### src/ems_params.svh
// Purpose: Constants for the external memory strobe and reset pin block
// Assumes: One oscillator period is one osc enable pulse of the core clock
// Notes: Included by bare name; definitions only
// Functional notes
// [RQ1] Outside reset source holds reset pin high two machine cycles to reset device.
// [RQ2] After watchdog timeout the device drives reset pin high for 98 oscillator periods.
// [RQ3] Reset-out disable bit in aux control register suppresses the watchdog pin pulse.
// [RQ4] Reset leaves reset-out disable at default zero, so the pulse stays enabled.
// [RQ5] Address latch strobe pulses during external accesses to capture the low address.
// [RQ6] Address latch strobe normally pulses continuously at one sixth oscillator rate.
// [RQ7] Exactly one address latch strobe pulse is skipped per external data access.
// [RQ8] With bit 0 set, latch strobe only for data or code moves; else weak high.
// [RQ9] The latch strobe disable bit has no effect during external execution.
// [RQ10] During external execution the program fetch strobe fires twice per machine cycle.
// [RQ11] Two program fetch strobes are skipped for each external data memory access.
// [RQ12] Fetch select pin low sends every fetch, 0000H to FFFFH, to external memory.
// [RQ13] With lock bit 1 programmed, fetch select level is latched at reset.
// [RQ14] Board ties fetch select pin high for execution from internal memory.
// [RQ15] Port three pin six is the external data memory write strobe.
// [RQ16] Port three pin seven is the external data memory read strobe.
// [RQ17] One machine cycle is twelve oscillator periods; all strobe rates derive from it.
// [RQ18] Internal reset stays asserted during reset-out and releases after the pin is low.
`ifndef EMS_PARAMS_SVH
`define EMS_PARAMS_SVH

`define EMS_MC_LAST 4'hB
`define EMS_ALE_A_START 4'h0
`define EMS_ALE_A_END 4'h1
`define EMS_ALE_B_START 4'h6
`define EMS_ALE_B_END 4'h7
`define EMS_PROGRAM_FETCH_STROBE_A_START 4'h3
`define EMS_PROGRAM_FETCH_STROBE_A_END 4'h5
`define EMS_PROGRAM_FETCH_STROBE_B_START 4'h9
`define EMS_PROGRAM_FETCH_STROBE_B_END 4'hB
`define EMS_XD1_START 4'hA
`define EMS_XD2_END 4'h5
`define EMS_RST_IN_MC 8'h02
`define EMS_RST_OUT_OSC 8'h62
`define EMS_INT_CODE_TOP 16'h1FFF

`define EMS_IDX_AUX 12'h08E
`define EMS_IDX_STATUS 12'h090
`define EMS_AUX_ALE_DIS_BIT 0
`define EMS_AUX_RTO_DIS_BIT 3
`define EMS_AUX_RESET 8'h00
`define EMS_ST_EXT_EXEC_BIT 0
`define EMS_ST_RTO_BIT 1
`define EMS_ST_CORE_RST_BIT 2
`define EMS_ST_EA_BIT 3
`define EMS_ST_DATA_BIT 4

`endif

### src/ems_pkg.sv
// Purpose: Types for the external memory strobe and reset pin block
// Assumes: Constants live in ems_params.svh
// Notes: Used by scoped name only
package ems_pkg;
    typedef enum logic [1:0] {
        EMS_FETCH,
        EMS_DATA1,
        EMS_DATA2
    } ems_cycle_t;
endpackage

### src/ems_sync2.sv
// Purpose: Two flip-flop synchroniser for pin inputs
// Assumes: Bits are independent levels
// Notes: First stage is read only by the second stage
`timescale 1ns/100ps
`default_nettype none
module ems_sync2 #(
    parameter int W = 1
) (
    input wire logic clk_i, // Clock
    input wire logic rst_i, // Synchronous reset, active high
    input wire logic [W-1:0] d_i, // Asynchronous levels
    output logic [W-1:0] q_o // Synchronised levels
);
    logic [W-1:0] meta_r;

    always_ff @(posedge clk_i) begin
        if (rst_i) begin
            meta_r <= '0;
            q_o <= '0;
        end else begin
            meta_r <= d_i;
            q_o <= meta_r;
        end
    end
endmodule // ems_sync2
`default_nettype wire

### src/ems_down_counter.sv
// Purpose: Loadable down counter used for reset pulse timing
// Assumes: Load wins over decrement
// Notes: Stops at zero
`timescale 1ns/100ps
`default_nettype none
module ems_down_counter #(
    parameter int W = 8
) (
    input wire logic clk_i, // Clock
    input wire logic rst_i, // Synchronous reset, active high
    input wire logic load_i, // Load start value
    input wire logic [W-1:0] load_val_i, // Start value
    input wire logic dec_i, // Count one step down
    output logic zero_o // Count is zero
);
    logic [W-1:0] cnt_r;

    always_ff @(posedge clk_i) begin
        if (rst_i) begin
            cnt_r <= '0;
        end else if (load_i) begin
            cnt_r <= load_val_i;
        end else if (dec_i && cnt_r != '0) begin
            cnt_r <= cnt_r - 1'b1;
        end
    end

    assign zero_o = (cnt_r == '0);
endmodule // ems_down_counter
`default_nettype wire

### src/ems_strobe_ctrl.sv
// Purpose: Machine cycle timing, address latch, fetch and data strobes, reset pin
// Assumes: Core request inputs are on ref_clk_i; pins are asynchronous
// Notes: Avalon-MM slave with one wait state on every access
`timescale 1ns/100ps
`default_nettype none
`include "ems_params.svh"
module ems_strobe_ctrl #(
    parameter int OSC_DIV = 1, // Core clocks per oscillator period
    parameter int ADDR_W = 12 // Avalon byte address width
) (
    input wire logic ref_clk_i, // 200 MHz clock
    input wire logic sys_rst_i, // Synchronous reset, active high
    input wire logic [ADDR_W-1:0] avs_address_i, // Byte address
    input wire logic avs_read_i, // Read request
    input wire logic avs_write_i, // Write request
    input wire logic [31:0] avs_writedata_i, // Write data
    input wire logic [3:0] avs_byteenable_i, // Byte enables
    output logic [31:0] avs_readdata_o, // Read data, registered
    output logic avs_waitrequest_o, // Stall
    input wire logic [15:0] fetch_addr_i, // Current code fetch address
    input wire logic code_move_instr_i, // Code move instruction executing
    input wire logic xdata_req_i, // External data move request, level
    input wire logic xdata_we_i, // Request is a write
    output logic xdata_done_o, // Data move finished, one pulse
    input wire logic wdt_timeout_i, // Watchdog overflow, one pulse
    input wire logic lock_bit1_i, // Lock bit 1 programmed
    input wire logic external_fetch_select_n_i, // Fetch select pin, low for external
    input wire logic rst_pin_i, // Reset pin level
    output logic rst_pin_o, // Reset pin drive value
    output logic rst_pin_oe_n_o, // Reset pin drive enable, low drives
    output logic ale_o, // Address latch strobe
    output logic ale_oe_n_o, // Latch strobe drive enable, low drives
    output logic program_fetch_strobe_n_o, // Program fetch read strobe
    output logic port_three_pin_six_o, // Data write strobe, active low
    output logic port_three_pin_seven_o, // Data read strobe, active low
    output logic ext_exec_o, // Fetching from external memory
    output logic core_rst_o // Internal reset to the core
);
    // Oscillator period enable and machine cycle phase
    logic [7:0] div_r;
    logic osc_en;
    logic [3:0] phase_r;
    logic mc_end;
    ems_pkg::ems_cycle_t cyc_r, cyc_nxt;
    logic xd_we_r;

    assign osc_en = (div_r == 8'(OSC_DIV - 1));
    assign mc_end = osc_en && (phase_r == `EMS_MC_LAST); // [RQ17]

    always_ff @(posedge ref_clk_i) begin
        if (sys_rst_i || osc_en) begin
            div_r <= 8'h00;
        end else begin
            div_r <= div_r + 8'h01;
        end
    end

    always_ff @(posedge ref_clk_i) begin
        if (sys_rst_i || core_rst_o) begin
            phase_r <= 4'h0;
        end else if (mc_end) begin
            phase_r <= 4'h0; // [RQ17]
        end else if (osc_en) begin
            phase_r <= phase_r + 4'h1;
        end
    end

    // Pin synchronisers
    logic [1:0] pin_s;
    logic rst_pin_s;
    logic ea_n_s;

    ems_sync2 #(.W(2)) u_pin_sync (
        .clk_i(ref_clk_i),
        .rst_i(sys_rst_i),
        .d_i({rst_pin_i, external_fetch_select_n_i}),
        .q_o(pin_s)
    );
    assign rst_pin_s = pin_s[1];
    assign ea_n_s = pin_s[0];

    // Registers
    logic [7:0] aux_r;
    logic [31:0] rdata_r;
    logic ack_r;
    logic [ADDR_W-1:0] idx_full;
    logic hit_aux;
    logic hit_status;
    logic aux_wr;
    logic [31:0] status_w;
    logic ale_dis;
    logic rto_dis;

    assign idx_full = avs_address_i >> 2;
    assign hit_aux = (idx_full == ADDR_W'(`EMS_IDX_AUX)) && (avs_address_i[1:0] == 2'b00);
    assign hit_status = (idx_full == ADDR_W'(`EMS_IDX_STATUS)) && (avs_address_i[1:0] == 2'b00);
    // A write lands only at the edge where waitrequest is seen low
    assign aux_wr = avs_write_i && ack_r && hit_aux && avs_byteenable_i[0];
    assign avs_waitrequest_o = (avs_read_i || avs_write_i) && !ack_r;
    assign avs_readdata_o = rdata_r;
    assign ale_dis = aux_r[`EMS_AUX_ALE_DIS_BIT];
    assign rto_dis = aux_r[`EMS_AUX_RTO_DIS_BIT];

    always_ff @(posedge ref_clk_i) begin
        if (sys_rst_i) begin
            ack_r <= 1'b0;
        end else begin
            ack_r <= (avs_read_i || avs_write_i) && !ack_r;
        end
    end

    // Device reset also returns the aux bits to default
    always_ff @(posedge ref_clk_i) begin
        if (sys_rst_i || core_rst_o) begin
            aux_r <= `EMS_AUX_RESET; // [RQ4]
        end else if (aux_wr) begin
            aux_r <= avs_writedata_i[7:0];
        end
    end

    always_ff @(posedge ref_clk_i) begin
        if (sys_rst_i) begin
            rdata_r <= 32'h0000_0000;
        end else if (avs_read_i && !ack_r) begin
            rdata_r <= hit_aux ? {24'h00_0000, aux_r} :
                       hit_status ? status_w : 32'h0000_0000;
        end
    end

    // Fetch select strap and external execution
    logic ea_lat_r;
    logic [1:0] armed_r;
    logic ea_n_eff;

    // Keep latching until the synchroniser holds the real strap level, not its reset value
    always_ff @(posedge ref_clk_i) begin
        if (sys_rst_i) begin
            ea_lat_r <= 1'b1;
            armed_r <= 2'h0;
        end else begin
            if (armed_r != '1) begin
                armed_r <= armed_r + 2'h1;
            end
            if (core_rst_o || armed_r != '1) begin
                ea_lat_r <= ea_n_s; // [RQ13]
            end
        end
    end

    assign ea_n_eff = lock_bit1_i ? ea_lat_r : ea_n_s; // [RQ13]
    assign ext_exec_o = !ea_n_eff || (fetch_addr_i > `EMS_INT_CODE_TOP); // [RQ12]

    // Bus cycle sequencing: data access spans two machine cycles
    always_comb begin
        cyc_nxt = cyc_r;
        unique case (cyc_r)
            ems_pkg::EMS_FETCH: if (xdata_req_i) cyc_nxt = ems_pkg::EMS_DATA1;
            ems_pkg::EMS_DATA1: cyc_nxt = ems_pkg::EMS_DATA2;
            ems_pkg::EMS_DATA2: cyc_nxt = ems_pkg::EMS_FETCH;
            default: cyc_nxt = ems_pkg::EMS_FETCH;
        endcase
    end

    always_ff @(posedge ref_clk_i) begin
        if (sys_rst_i || core_rst_o) begin
            cyc_r <= ems_pkg::EMS_FETCH;
            xd_we_r <= 1'b0;
        end else if (mc_end) begin
            cyc_r <= cyc_nxt;
            if (cyc_r == ems_pkg::EMS_FETCH) begin
                xd_we_r <= xdata_we_i;
            end
        end
    end

    assign xdata_done_o = mc_end && (cyc_r == ems_pkg::EMS_DATA2);

    // Strobe generation
    logic in_data;
    logic ale_slot;
    logic program_fetch_strobe_slot;
    logic xd_slot;
    logic ale_skip;
    logic program_fetch_strobe_skip;
    logic ale_en;
    logic ale_nxt;
    logic program_fetch_strobe_n_nxt;
    logic wr_n_nxt;
    logic rd_n_nxt;
    logic ale_oe_n_nxt;

    assign in_data = (cyc_r != ems_pkg::EMS_FETCH);
    assign ale_slot = (phase_r >= `EMS_ALE_A_START && phase_r <= `EMS_ALE_A_END) ||
                      (phase_r >= `EMS_ALE_B_START && phase_r <= `EMS_ALE_B_END); // [RQ6]
    assign program_fetch_strobe_slot = (phase_r >= `EMS_PROGRAM_FETCH_STROBE_A_START && phase_r <= `EMS_PROGRAM_FETCH_STROBE_A_END) ||
                       (phase_r >= `EMS_PROGRAM_FETCH_STROBE_B_START && phase_r <= `EMS_PROGRAM_FETCH_STROBE_B_END); // [RQ10]
    assign xd_slot = ((cyc_r == ems_pkg::EMS_DATA1) && phase_r >= `EMS_XD1_START) ||
                     ((cyc_r == ems_pkg::EMS_DATA2) && phase_r <= `EMS_XD2_END);
    // Data address is latched by the second strobe of the first cycle
    assign ale_skip = (cyc_r == ems_pkg::EMS_DATA2) && (phase_r <= `EMS_ALE_A_END); // [RQ7]
    // Strobe slots that would overlap the data strobe are withheld
    assign program_fetch_strobe_skip = ((cyc_r == ems_pkg::EMS_DATA1) && phase_r >= `EMS_PROGRAM_FETCH_STROBE_B_START) ||
                       ((cyc_r == ems_pkg::EMS_DATA2) && phase_r <= `EMS_PROGRAM_FETCH_STROBE_A_END); // [RQ11]
    assign ale_en = !ale_dis || ext_exec_o || in_data || code_move_instr_i; // [RQ8] [RQ9]
    assign ale_nxt = ale_en && ale_slot && !ale_skip && !core_rst_o; // [RQ5]
    assign ale_oe_n_nxt = !ale_en; // [RQ8]
    assign program_fetch_strobe_n_nxt = !(ext_exec_o && program_fetch_strobe_slot && !program_fetch_strobe_skip && !core_rst_o); // [RQ10]
    assign wr_n_nxt = !(xd_slot && xd_we_r && !core_rst_o); // [RQ15]
    assign rd_n_nxt = !(xd_slot && !xd_we_r && !core_rst_o); // [RQ16]

    always_ff @(posedge ref_clk_i) begin
        if (sys_rst_i) begin
            ale_o <= 1'b0;
            ale_oe_n_o <= 1'b0;
            program_fetch_strobe_n_o <= 1'b1;
            port_three_pin_six_o <= 1'b1;
            port_three_pin_seven_o <= 1'b1;
        end else begin
            ale_o <= ale_nxt;
            ale_oe_n_o <= ale_oe_n_nxt;
            program_fetch_strobe_n_o <= program_fetch_strobe_n_nxt;
            port_three_pin_six_o <= wr_n_nxt;
            port_three_pin_seven_o <= rd_n_nxt;
        end
    end

    // Reset pin: input qualification and watchdog reset-out
    logic rin_zero;
    logic rout_zero;
    logic rout_busy_r;
    logic rout_drive_r;
    logic wait_low_r;
    logic rto_start;
    logic ext_rst;
    logic core_rst_nxt;

    // Count machine cycle ends while the pin is seen high
    ems_down_counter #(.W(8)) u_rin_cnt (
        .clk_i(ref_clk_i),
        .rst_i(sys_rst_i),
        .load_i(!rst_pin_s || rout_busy_r || wait_low_r),
        .load_val_i(`EMS_RST_IN_MC),
        .dec_i(mc_end),
        .zero_o(rin_zero)
    );
    assign ext_rst = rst_pin_s && rin_zero; // [RQ1]

    assign rto_start = wdt_timeout_i && !rout_busy_r && !wait_low_r && !core_rst_o;

    // The registered pin enable adds one clock, so the count starts one short
    ems_down_counter #(.W(8)) u_rout_cnt (
        .clk_i(ref_clk_i),
        .rst_i(sys_rst_i),
        .load_i(rto_start),
        .load_val_i(`EMS_RST_OUT_OSC - 8'h01),
        .dec_i(osc_en),
        .zero_o(rout_zero)
    );

    always_ff @(posedge ref_clk_i) begin
        if (sys_rst_i) begin
            rout_busy_r <= 1'b0;
            rout_drive_r <= 1'b0;
            wait_low_r <= 1'b0;
        end else if (rto_start) begin
            rout_busy_r <= 1'b1;
            rout_drive_r <= !rto_dis; // [RQ3]
        end else if (rout_busy_r && rout_zero) begin
            rout_busy_r <= 1'b0; // [RQ2]
            rout_drive_r <= 1'b0;
            wait_low_r <= 1'b1;
        end else if (wait_low_r && !rst_pin_s) begin
            wait_low_r <= 1'b0; // [RQ18]
        end
    end

    assign rst_pin_o = rout_drive_r; // [RQ2]
    assign core_rst_nxt = ext_rst || rout_busy_r || wait_low_r || rto_start; // [RQ18]

    always_ff @(posedge ref_clk_i) begin
        if (sys_rst_i) begin
            rst_pin_oe_n_o <= 1'b1;
            core_rst_o <= 1'b1;
        end else begin
            rst_pin_oe_n_o <= !(rto_start ? !rto_dis : (rout_drive_r && !rout_zero)); // [RQ3]
            core_rst_o <= core_rst_nxt;
        end
    end

    assign status_w = {27'h000_0000, in_data, !ea_n_eff, core_rst_o, rout_busy_r, ext_exec_o};
endmodule // ems_strobe_ctrl
`default_nettype wire

### config.mk
export PLATFORM = sky130hd
export DESIGN_NAME = ems_strobe_ctrl
export DESIGN_NICKNAME = d
export VERILOG_FILES = /design/src/ems_pkg.sv /design/src/ems_sync2.sv /design/src/ems_down_counter.sv /design/src/ems_strobe_ctrl.sv
export VERILOG_INCLUDE_DIRS = /design/src
export SDC_FILE = /design/constraint.sdc
export NUM_CORES = 1
export LEC_CHECK = 0
export ABC_AREA = 1
export BUFFER_PORTS_ARGS = -buffer_cell sky130_fd_sc_hd__buf_2
export CORE_ASPECT_RATIO = 0.9
export CORE_UTILIZATION = 50
export CTS_BUF_LIST = sky130_fd_sc_hd__clkbuf_8
export DETAILED_ROUTE_END_ITERATION = 12
export PLACE_DENSITY_LB_ADDON = 0.25
export SYNTH_ARGS = -nofsm -noshare
export SYNTH_HDL_FRONTEND = slang
export SYNTH_SLANG_ARGS = --single-unit
### constraint.sdc
create_clock -name ref_clk_i -period 1.6 [get_ports ref_clk_i]
set_input_delay 0.24 -clock ref_clk_i [delete_from_list [all_inputs] [get_ports ref_clk_i]]
set_output_delay 0.24 -clock ref_clk_i [all_outputs]
set_load 0.005 [all_outputs]
==> results of run 1 <==
-- placed cells by master, fill, tap and decap left out, types with 2 or more instances in the layout --
cell type  Yosys  routed
nand2_1       96      93
nor2_1        72      72
inv_1         69      71
dfxtp_1       65      64
buf_2          2      53
a21oi_1       29      29
o21ai_0       26      26
nand3_1       24      24
conb_1         1      24
buf_4         24      12
nand4_1       11      11
clkbuf_8       0      11
ha_1          10      10
xor2_1         7       7
nor3_1         5       5
nor2_4         4       4
clkinv_2       1       4
o21ai_1        4       4
xnor2_1        4       4
inv_2          4       3
nand2_4        3       3
and3_1         3       3
nand2_2        0       3
nor4_1         2       2
o21bai_1       2       2
nor3b_1        2       2
o211ai_1       2       2
a31oi_1        2       2
-- layout make-up --
class,count,area [sq um],area share (%)
Tap cell,90,113,2.88
Clock buffer,11,151,3.87
Timing Repair Buffer,65,355,9.07
Multi-Input combinational cell,338,1690,43.2
Clock inverter,5,22.5,0.575
Inverter,74,282,7.19
Sequential cell,65,1300,33.3
-- repair_timing --
item / 4_1_cts / 5_1_grt
resized for setup: 0 / 5
endpoints found under the setup margin: 1 / 10
setup buffers: 1 / 0
pin swaps: 2 / 2
-- metrics by stage --
step	total power (uW)	TNS (ns)	util [%]	instance area (sq um)	setup WS, ns
6_report	4090	-0.197	59.8	3920	-0.197
2_1_floorplan	2650	0	-	3470	0.244
3_3_place_gp	2840	0	56.8	3720	0.0764
5_1_grt	4330	-0.360	59.8	3920	-0.360
4_1_cts	4100	-0.228	59.6	3910	-0.228
3_5_place_dp	2880	0	56.8	3720	0.0671
-- cells by family (layout without fill, tap and decap cells) --
| family | after synthesis | in the layout | share of synthesized area [%] |
|---|---|---|---|
| adders and majority gates | 10 | 10 | 3.70 |
| other | 1 | 24 | 0.111 |
| DFF | 65 | 65 | 38.4 |
| and+or+nand+nor | 225 | 225 | 29.9 |
| buffers and inverters | 103 | 155 | 14.4 |
| xor gates and xnor gates | 11 | 11 | 2.85 |
| AOI/OAI and AO/OA | 68 | 68 | 10.6 |
-- worst max path at each step --
stage	depth (start not counted)	end	slack [ns]
after floorplan	8	div_r[7]$_SDFF_PP0_	0.24
after global placement	9	u_rout_cnt.cnt_r[6]$_SDFFE_PP0P_	0.08
after detailed placement	9	u_rout_cnt.cnt_r[6]$_SDFFE_PP0P_	0.07
after CTS	8	xdata_done_o	-0.23
after global routing	8	xdata_done_o	-0.36
final	8	xdata_done_o	-0.20
-- per-layer routing --
metal | part of all wire [%] | track usage, %
met1 | 45 | 24.8
met2 | 47 | 34.7
met3 | 5.2 | 4.73
met4 | 2.9 | 12.1
met5 | 0 | 0
-- critical path, stage by stage (launching register included) --
cell and delay [ns]:
dfxtp_1 0.32, inv_1 0.05, ha_1 0.15, buf_4 0.11, nand3_1 0.07, nor2_1 0.12, nand2_1 0.10, nor4_1 0.15
buf_2 0.15
-- power groups by stage --
stage          sequential, uW  clock [uW]  combinational [uW]
4_1_cts                  1870        1240                 985
2_1_floorplan            1880           0                 766
3_3_place_gp             1900           0                 939
3_5_place_dp             1910           0                 974
6_report                 1870        1220                 989
5_1_grt                  1890        1300                1130
-- flip-flops by register name (all words and copies together), names as in the netlist, 2 cells and up --
name / count
armed_r: 2
aux_r: 8
avs_readdata_o: 8
cyc_r: 2
div_r: 8
phase_r: 4
u_pin_sync.meta_r: 2
u_pin_sync.q_o: 2
u_rin_cnt.cnt_r: 8
u_rout_cnt.cnt_r: 8
==> results_dict.tcl, run 1 <==
set metrics [dict create \
    crit_fanout 3 \
    synthFlopType "dfxtp_1" \
    power.leakage_uw 0.00191 \
    cts_tree "built" \
    drc_errors 0 \
    min_to "u_pin_sync.meta_r[0]$_SDFF_PP0_" \
    cp_data_required_time_ns 1.36 \
    setup_ws_ns -0.197 \
    cts_hold_buf 0 \
    initial_utilization_pct 51.7 \
    internal-power_uw 2780 \
    hold-worst-slack_ns 0.109 \
    clkTransAtPathRegs_ns 0.07 \
    worst-r2r-setup-slack_ns 0.15 \
    die-area_sq_um 7100 \
    grtUsageTotal_pct 21.0 \
    clock_latency_ns 0.34 \
    synthTopCellsByArea "dfxtp_1 38%, nand2_1 11%, nor2_1 8.0%, inv_1 7.6%, buf_4 5.3%" \
    synth_seq_area_share_pct 38.4 \
    maxCapViolations 0 \
    worstSetupStartpointType "register" \
    io_pins 118 \
    yosysTopAreaCell "dfxtp_1" \
    routed_wl_mm 6.97 \
    cts_buffers 9 \
    cts-root-buf "clkbuf_8" \
    comb_power_share_pct 24.2 \
    antenna_left 0 \
    layout-drive-gt1-share_pct 17.4 \
    reg2reg_to "u_rin_cnt.cnt_r[4]$_SDFFE_PP0P_" \
    diodes 0 \
    grt-ovfl-total 0 \
    place_congestion 0.857 \
    n_fill_cell 608 \
    post-place-cells 631 \
    cp_data_arrival_time_ns 1.56 \
    clk_path_buf_depth 2 \
    yosysUniqueCellTypes 34 \
    crit_start "div_r[1]$_SDFF_PP0_" \
    die_h_um 80.1 \
    cts_num_sinks 65 \
    core_sq_um 6550 \
    area_growth_pct 15.7 \
    grt_max_degree 18 \
    synth_commonest_cells "96 x nand2_1, 72 x nor2_1, 69 x inv_1" \
    synth_edf_count 0 \
    power_switching_uw 1310 \
    ys_ff_latch 65 \
    grt_pass1_wl_mm 11.5 \
    antenna_found_initial 0 \
    synth_top_area_share_pct 38.4 \
    syn_inst 483 \
    portBuffers 53 \
    cp-end-kind "primary output" \
    reg2reg_from "u_rin_cnt.cnt_r[0]$_SDFFE_PP0P_" \
    vias 3126 \
    fin_skew_ns 0.0132 \
    drt-initial-drc-count 130 \
    hp-start "external_fetch_select_n_i" \
    layout.nets 638 \
    yosysMostFrequentCell "nand2_1" \
    via_per_inst 4.82 \
    clockPowerShare_pct 29.9 \
    die_w_um 88.7 \
    fin_cells 648 \
    fin_crit_sh_pct 112 \
    outcome "finished with violations" \
    hold_violations 0 \
    htreeDepth 3 \
    violations "setup timing" \
    ir_drop_v 0.000495 \
    post_drt_wl_per_cell_um 10.8 \
    hold_depth 3 \
    fmax_ghz 0.556 \
    synth_area_sq_um 3390 \
    r2r_cells 9 \
    async_flop_share_pct 0 \
    grt_pass1_vias 2774 \
    setup_violations 1 \
    dpl.hpwl_mm 5.32 \
    p_seq_share_pct 45.9 \
    rows 28 \
    synth_warnings 0 \
    holdCritPathClass "in -> reg" \
    critPathKind "reg -> out" \
    avgSynthCellArea_sq_um 7.01 \
    rsz0062_at_grt "yes" \
    drt_pass1_iterations 4 \
    fin_crit_ns 1.80 \
    slew_viol_final 0 \
    p_sw_share_pct 31.9 \
    power_density_nw_per_um2 1040 \
]
Power figures use the tool's default switching activity.
==> inputs of run 2 (changes only) <==
- ABC_AREA: 1 -> 0
==> results_dict.tcl, run 2 <==
set metrics [dict create \
    synthFlopType "dfxtp_1" \
    grt_pass1_vias 2770 \
    clk_path_buf_depth 2 \
    cts_buffers 9 \
    drt-initial-drc-count 115 \
    portBuffers 53 \
    clock_latency_ns 0.35 \
    setup_ws_ns -0.297 \
    power.leakage_uw 0.00187 \
    worst_pin_slew_ns 0.539 \
    layout-drive-gt1-share_pct 37.0 \
    drt_pass1_iterations 4 \
    internal-power_uw 3450 \
    hp-start "external_fetch_select_n_i" \
    die_w_um 86.0 \
    initial_utilization_pct 51.9 \
    cp-end-kind "primary output" \
    antenna_found_initial 0 \
    area_growth_pct 35.6 \
    yosysMostFrequentCell "dfxtp_1" \
    dpl.hpwl_mm 5.19 \
    final_cell_mix "57 x dfxtp_1, 52 x buf_2, 47 x buf_4" \
    max_slew_margin_pct 63.9 \
    area.sequential_sq_um 1310 \
    cp_data_required_time_ns 1.36 \
    violations "setup timing" \
    synth_warnings 0 \
    io_pins 118 \
    post_drt_wl_per_cell_um 13.7 \
    clockPowerShare_pct 32.7 \
    reg2reg_from "div_r[0]$_SDFF_PP0_" \
    synth_edf_count 0 \
    htreeDepth 3 \
    p_sw_share_pct 28.9 \
    cts_hold_buf 0 \
    grt-ovfl-total 0 \
    hold_violations 0 \
    placed_area_sq_um 3810 \
    yosysTopAreaCell "dfxtp_1" \
    cp_data_arrival_time_ns 1.66 \
    outcome "finished with violations" \
    power_switching_uw 1400 \
    crit_fanout 2 \
    syn_inst 358 \
    ir_drop_v 0.000766 \
    critPathKind "reg -> out" \
    synth_commonest_cells "65 x dfxtp_1, 41 x nor2_1, 24 x buf_4" \
    place_congestion 0.881 \
    grtUsageTotal_pct 23.9 \
    rows 27 \
    vias 2911 \
    fin_util_pct 70.3 \
    slew_viol_final 0 \
    synthTopCellsByArea "dfxtp_1 41%, buf_4 5.7%, nor2_1 4.9%, mux2i_1 4.4%, ha_1 3.9%" \
    maxCapViolations 0 \
    layout.nets 547 \
    ys_ff_latch 65 \
    async_flop_share_pct 0 \
    p_seq_share_pct 38.7 \
    synth_seq_area_share_pct 41.0 \
    setup_violations 21 \
    power_uw 4850 \
    power_density_nw_per_um2 1130 \
    grt_max_degree 14 \
    worstSetupStartpointType "register" \
    cts-root-buf "clkbuf_8" \
    drc_errors 0 \
    antenna_left 0 \
    synth_area_sq_um 3170 \
    avgSynthCellArea_sq_um 8.86 \
    die-area_sq_um 6670 \
    yosysUniqueCellTypes 52 \
    clkTransAtPathRegs_ns 0.07 \
    holdCritPathClass "in -> reg" \
    routed_wl_mm 7.60 \
    n_fill_cell 455 \
    layout_commonest_cell "dfxtp_1" \
    cts_num_sinks 65 \
    fmax_ghz 0.527 \
    fin_crit_sh_pct 119 \
    die_h_um 77.6 \
    rsz0062_at_grt "yes" \
    cts_tree "built" \
    fin_skew_ns 0.00711 \
    multi_input_area_sq_um 1900 \
    grt_pass1_wl_mm 12.6 \
    core_sq_um 6110 \
    fin_area_sq_um 4300 \
    comb_power_share_pct 28.6 \
    diodes 0 \
    fin_crit_ns 1.90 \
    crit_start "div_r[0]$_SDFF_PP0_" \
    via_per_inst 5.25 \
    synth_top_area_share_pct 41.0 \
]
[run 2: changes by cell type after synthesis, sizes merged, moves of 14 or more]
| cell | change |
|---|---|
| a21oi | -14 |
| nand2 | -81 |
| mux2i | +14 |
| inv | -61 |
| nor2 | -35 |
| o21ai | -21 |
| nand3 | -14 |
[run 2: area by class of cell]
cell class                 instances  share of cell area [%]
timing repair buffer             107                    16.3
sequential                        65                    30.5
clock buffer                      11                    3.52
multi-input combinational        267                    44.2
inverter                          12                    1.11
clock inverter                     5                    1.80
tap                               87                    2.53
[run 2: power by group through the flow]
stage / clock network, uW / registers [uW] / logic, uW
finish: 1580 / 1880 / 1390
global route: 1680 / 1890 / 1500
CTS: 1610 / 1850 / 1200
detailed placement: 0 / 1870 / 1050
global placement: 0 / 1870 / 1030
floorplan: 0 / 1870 / 713
[run 2: path summary, 6_finish.rpt]
kind | to | slack, ns | cells past startpoint
max | xdata_done_o | -0.30 | 7
min | u_pin_sync.meta_r[0]$_SDFF_PP0_ | 0.10 | 2
max reg2reg | u_rin_cnt.cnt_r[2]$_SDFFE_PP0P_ | -0.24 | 7
min reg2reg | u_pin_sync.q_o[0]$_SDFF_PP0_ | 0.44 | 1
[run 2: metrics by stage]
step                      instances  worst slack (ns)  hold WS (ns)  setup TNS (ns)
after floorplan                 381           -0.0460         0.368          -0.227
after global placement          533            -0.129         0.422           -1.30
after detailed placement        533            -0.161         0.428           -2.01
after CTS                       552            -0.321        0.0961           -2.27
after global routing            554            -0.371         0.120           -4.16
final                           554            -0.297         0.104           -2.62
[run 2: critical path, cell delays in order (launching register included)]
cell     delay [ns]
dfxtp_2        0.33
inv_2          0.06
ha_4           0.12
nor4b_4        0.24
nand4_2        0.19
buf_6          0.17
nor2_4         0.08
buf_2          0.12
[run 2: logic make-up after synthesis]
group / after synthesis / share of synthesized area [%]
xor gates and xnor gates: 10 / 2.76
other: 1 / 0.118
DFF: 65 / 41.0
buffers and inverters: 49 / 8.68
adders and majority gates: 10 / 3.94
and+or+nand+nor: 155 / 27.7
AOI/OAI and AO/OA: 54 / 11.3
muxes: 14 / 4.42
[run 2: repair_timing]
item,in CTS,in global routing
gates resized for setup,36,22
buffers inserted,5,4
setup endpoints to repair,31,29
pin swaps,13,13
[run 2: per-layer routing]
layer / vias up / wire length [um] / global-route usage, %
met5: - / 0 / 0
met4: 0 / 127 / 8.50
met3: 15 / 287 / 6.49
met2: 67 / 3750 / 39.0
met1: 1399 / 3440 / 30.2
li1: 1430 / - / -
==> inputs of run 3 (changes only) <==
- REMOVE_ABC_BUFFERS: unset -> 1
- TNS_END_PERCENT: unset -> 30
==> results_dict.tcl, run 3 (same netlist as run 2, synthesis figures left out) <==
set metrics [dict create \
    setup_ws_ns -0.222 \
    violations "setup timing" \
    outcome "finished with violations" \
    portBuffers 53 \
    hold_violations 0 \
    fin_crit_sh_pct 114 \
    hold_depth 2 \
    path_cells "inv_2, ha_4, nor4b_4, nand4_4, buf_4, or4_1, a21oi_1" \
    layout-drive-gt1-share_pct 32.8 \
    min_to "u_pin_sync.meta_r[0]$_SDFF_PP0_" \
    antenna_left 0 \
    diodes 0 \
    post_drt_wl_per_cell_um 13.0 \
    clk_path_buf_depth 2 \
    grt_pass1_vias 2710 \
    antenna_found_initial 0 \
    final_cell_mix "61 x dfxtp_1, 53 x buf_2, 46 x buf_4" \
    crit_path_top_delay_cell "or4_1" \
    fmax_ghz 0.549 \
    post-place-cells 530 \
    dpl.hpwl_mm 5.17 \
    fin_crit_ns 1.82 \
    die-area_sq_um 6670 \
    rows 27 \
    slew_viol_final 0 \
    max_slew_margin_pct 65.6 \
    cp_data_required_time_ns 1.88 \
    holdCritPathClass "in -> reg" \
    fin_skew_ns 0.00436 \
    cts_num_sinks 65 \
    grt_max_degree 17 \
    cp_data_arrival_time_ns 2.10 \
    cts-root-buf "clkbuf_8" \
    cp-end-kind "register" \
    worstSetupStartpointType "register" \
    initial_utilization_pct 51.9 \
    vias 2839 \
    clock_latency_ns 0.35 \
    grtUsageTotal_pct 22.4 \
    critPathKind "reg -> reg" \
    cts_hold_buf 0 \
    routed_wl_mm 7.15 \
    hold-worst-slack_ns 0.0940 \
    crit_fanout 9 \
    via_per_inst 5.16 \
    reg2reg_from "div_r[1]$_SDFF_PP0_" \
    r2r_cells 7 \
    cts_tree "built" \
    place_congestion 0.845 \
    path_buf_inv 2 \
    grt-ovfl-total 0 \
    cp_slowest_stage_delay_ns 0.50 \
    n_fill_cell 481 \
    rsz0062_at_grt "yes" \
    layout_commonest_cell "dfxtp_1" \
    core_sq_um 6110 \
    cts_buffers 9 \
    setup_violations 25 \
    fin_cells 550 \
    maxCapViolations 0 \
    layout.nets 543 \
    drc_errors 0 \
    die_w_um 86.0 \
    die_h_um 77.6 \
    area_growth_pct 28.5 \
    io_pins 118 \
    grt_pass1_wl_mm 11.7 \
    htreeDepth 3 \
    drt_pass1_iterations 4 \
    ir_drop_v 0.000705 \
    worst-r2r-setup-slack_ns -0.22 \
    power_density_nw_per_um2 1040 \
    hp-start "external_fetch_select_n_i" \
    worst_pin_slew_ns 0.514 \
    critPathTopFamily "simple AND/OR/NAND/NOR gates" \
    drt-initial-drc-count 177 \
    reg2reg_to "u_rin_cnt.cnt_r[3]$_SDFFE_PP0P_" \
    power.leakage_uw 0.00178 \
    clkTransAtPathRegs_ns 0.07 \
]
run 3: report_power, final:
part / switching, uW / internal (uW)
clock network: 651 / 557
logic: 567 / 627
registers: 95.6 / 1750
total: 1310 / 2930
run 3: cell type report:
type | instances | area [sq um] | share of cell area (%)
multi-input combinational | 267 | 1790 | 43.9
sequential | 65 | 1310 | 32.1
timing repair buffer | 103 | 656 | 16.1
clock buffer | 9 | 124 | 3.04
tap | 87 | 109 | 2.67
clock inverter | 7 | 47.5 | 1.17
inverter | 12 | 45.0 | 1.11
run 3: worst max-delay path by stage:
stage | startpoint | endpoint | slack [ns] | depth (start not counted)
2_1_floorplan | div_r[0]$_SDFF_PP0_ | u_rin_cnt.cnt_r[3]$_SDFFE_PP0P_ | -0.24 | 6
6_report | div_r[1]$_SDFF_PP0_ | u_rin_cnt.cnt_r[3]$_SDFFE_PP0P_ | -0.22 | 7
5_1_grt | div_r[1]$_SDFF_PP0_ | u_rin_cnt.cnt_r[6]$_SDFFE_PP0P_ | -0.33 | 7
3_5_place_dp | div_r[0]$_SDFF_PP0_ | u_rin_cnt.cnt_r[7]$_SDFFE_PP0P_ | -0.33 | 7
4_1_cts | div_r[1]$_SDFF_PP0_ | xdata_done_o | -0.25 | 7
3_3_place_gp | div_r[0]$_SDFF_PP0_ | u_rin_cnt.cnt_r[7]$_SDFFE_PP0P_ | -0.19 | 7
run 3: per-stage QoR:
stage	utilization (%)	setup slack [ns]	TNS [ns]	cell area (sq um)	total power, uW
6_report	66.6	-0.222	-2.91	4080	4250
5_1_grt	66.6	-0.334	-5.27	4080	4480
3_3_place_gp	61.3	-0.193	-2.44	3750	2870
3_5_place_dp	61.3	-0.327	-3.98	3750	2900
2_1_floorplan	-	-0.236	-1.69	3030	2480
4_1_cts	65.9	-0.246	-2.96	4030	4210
run 3: routing by layer:
layer | track usage [%] | vias up | part of all wire (%)
li1 | - | 1424 | -
met1 | 26.8 | 1320 | 45
met2 | 37.3 | 84 | 49
met3 | 7.02 | 11 | 4.8
met4 | 8.83 | 0 | 1.5
met5 | 0 | - | 0
run 3: repair_timing:
item | CTS | global route
buffers inserted | 4 | 0
resized for setup | 28 | 10
endpoints found under the setup margin | 34 | 37
pin swaps | 9 | 0
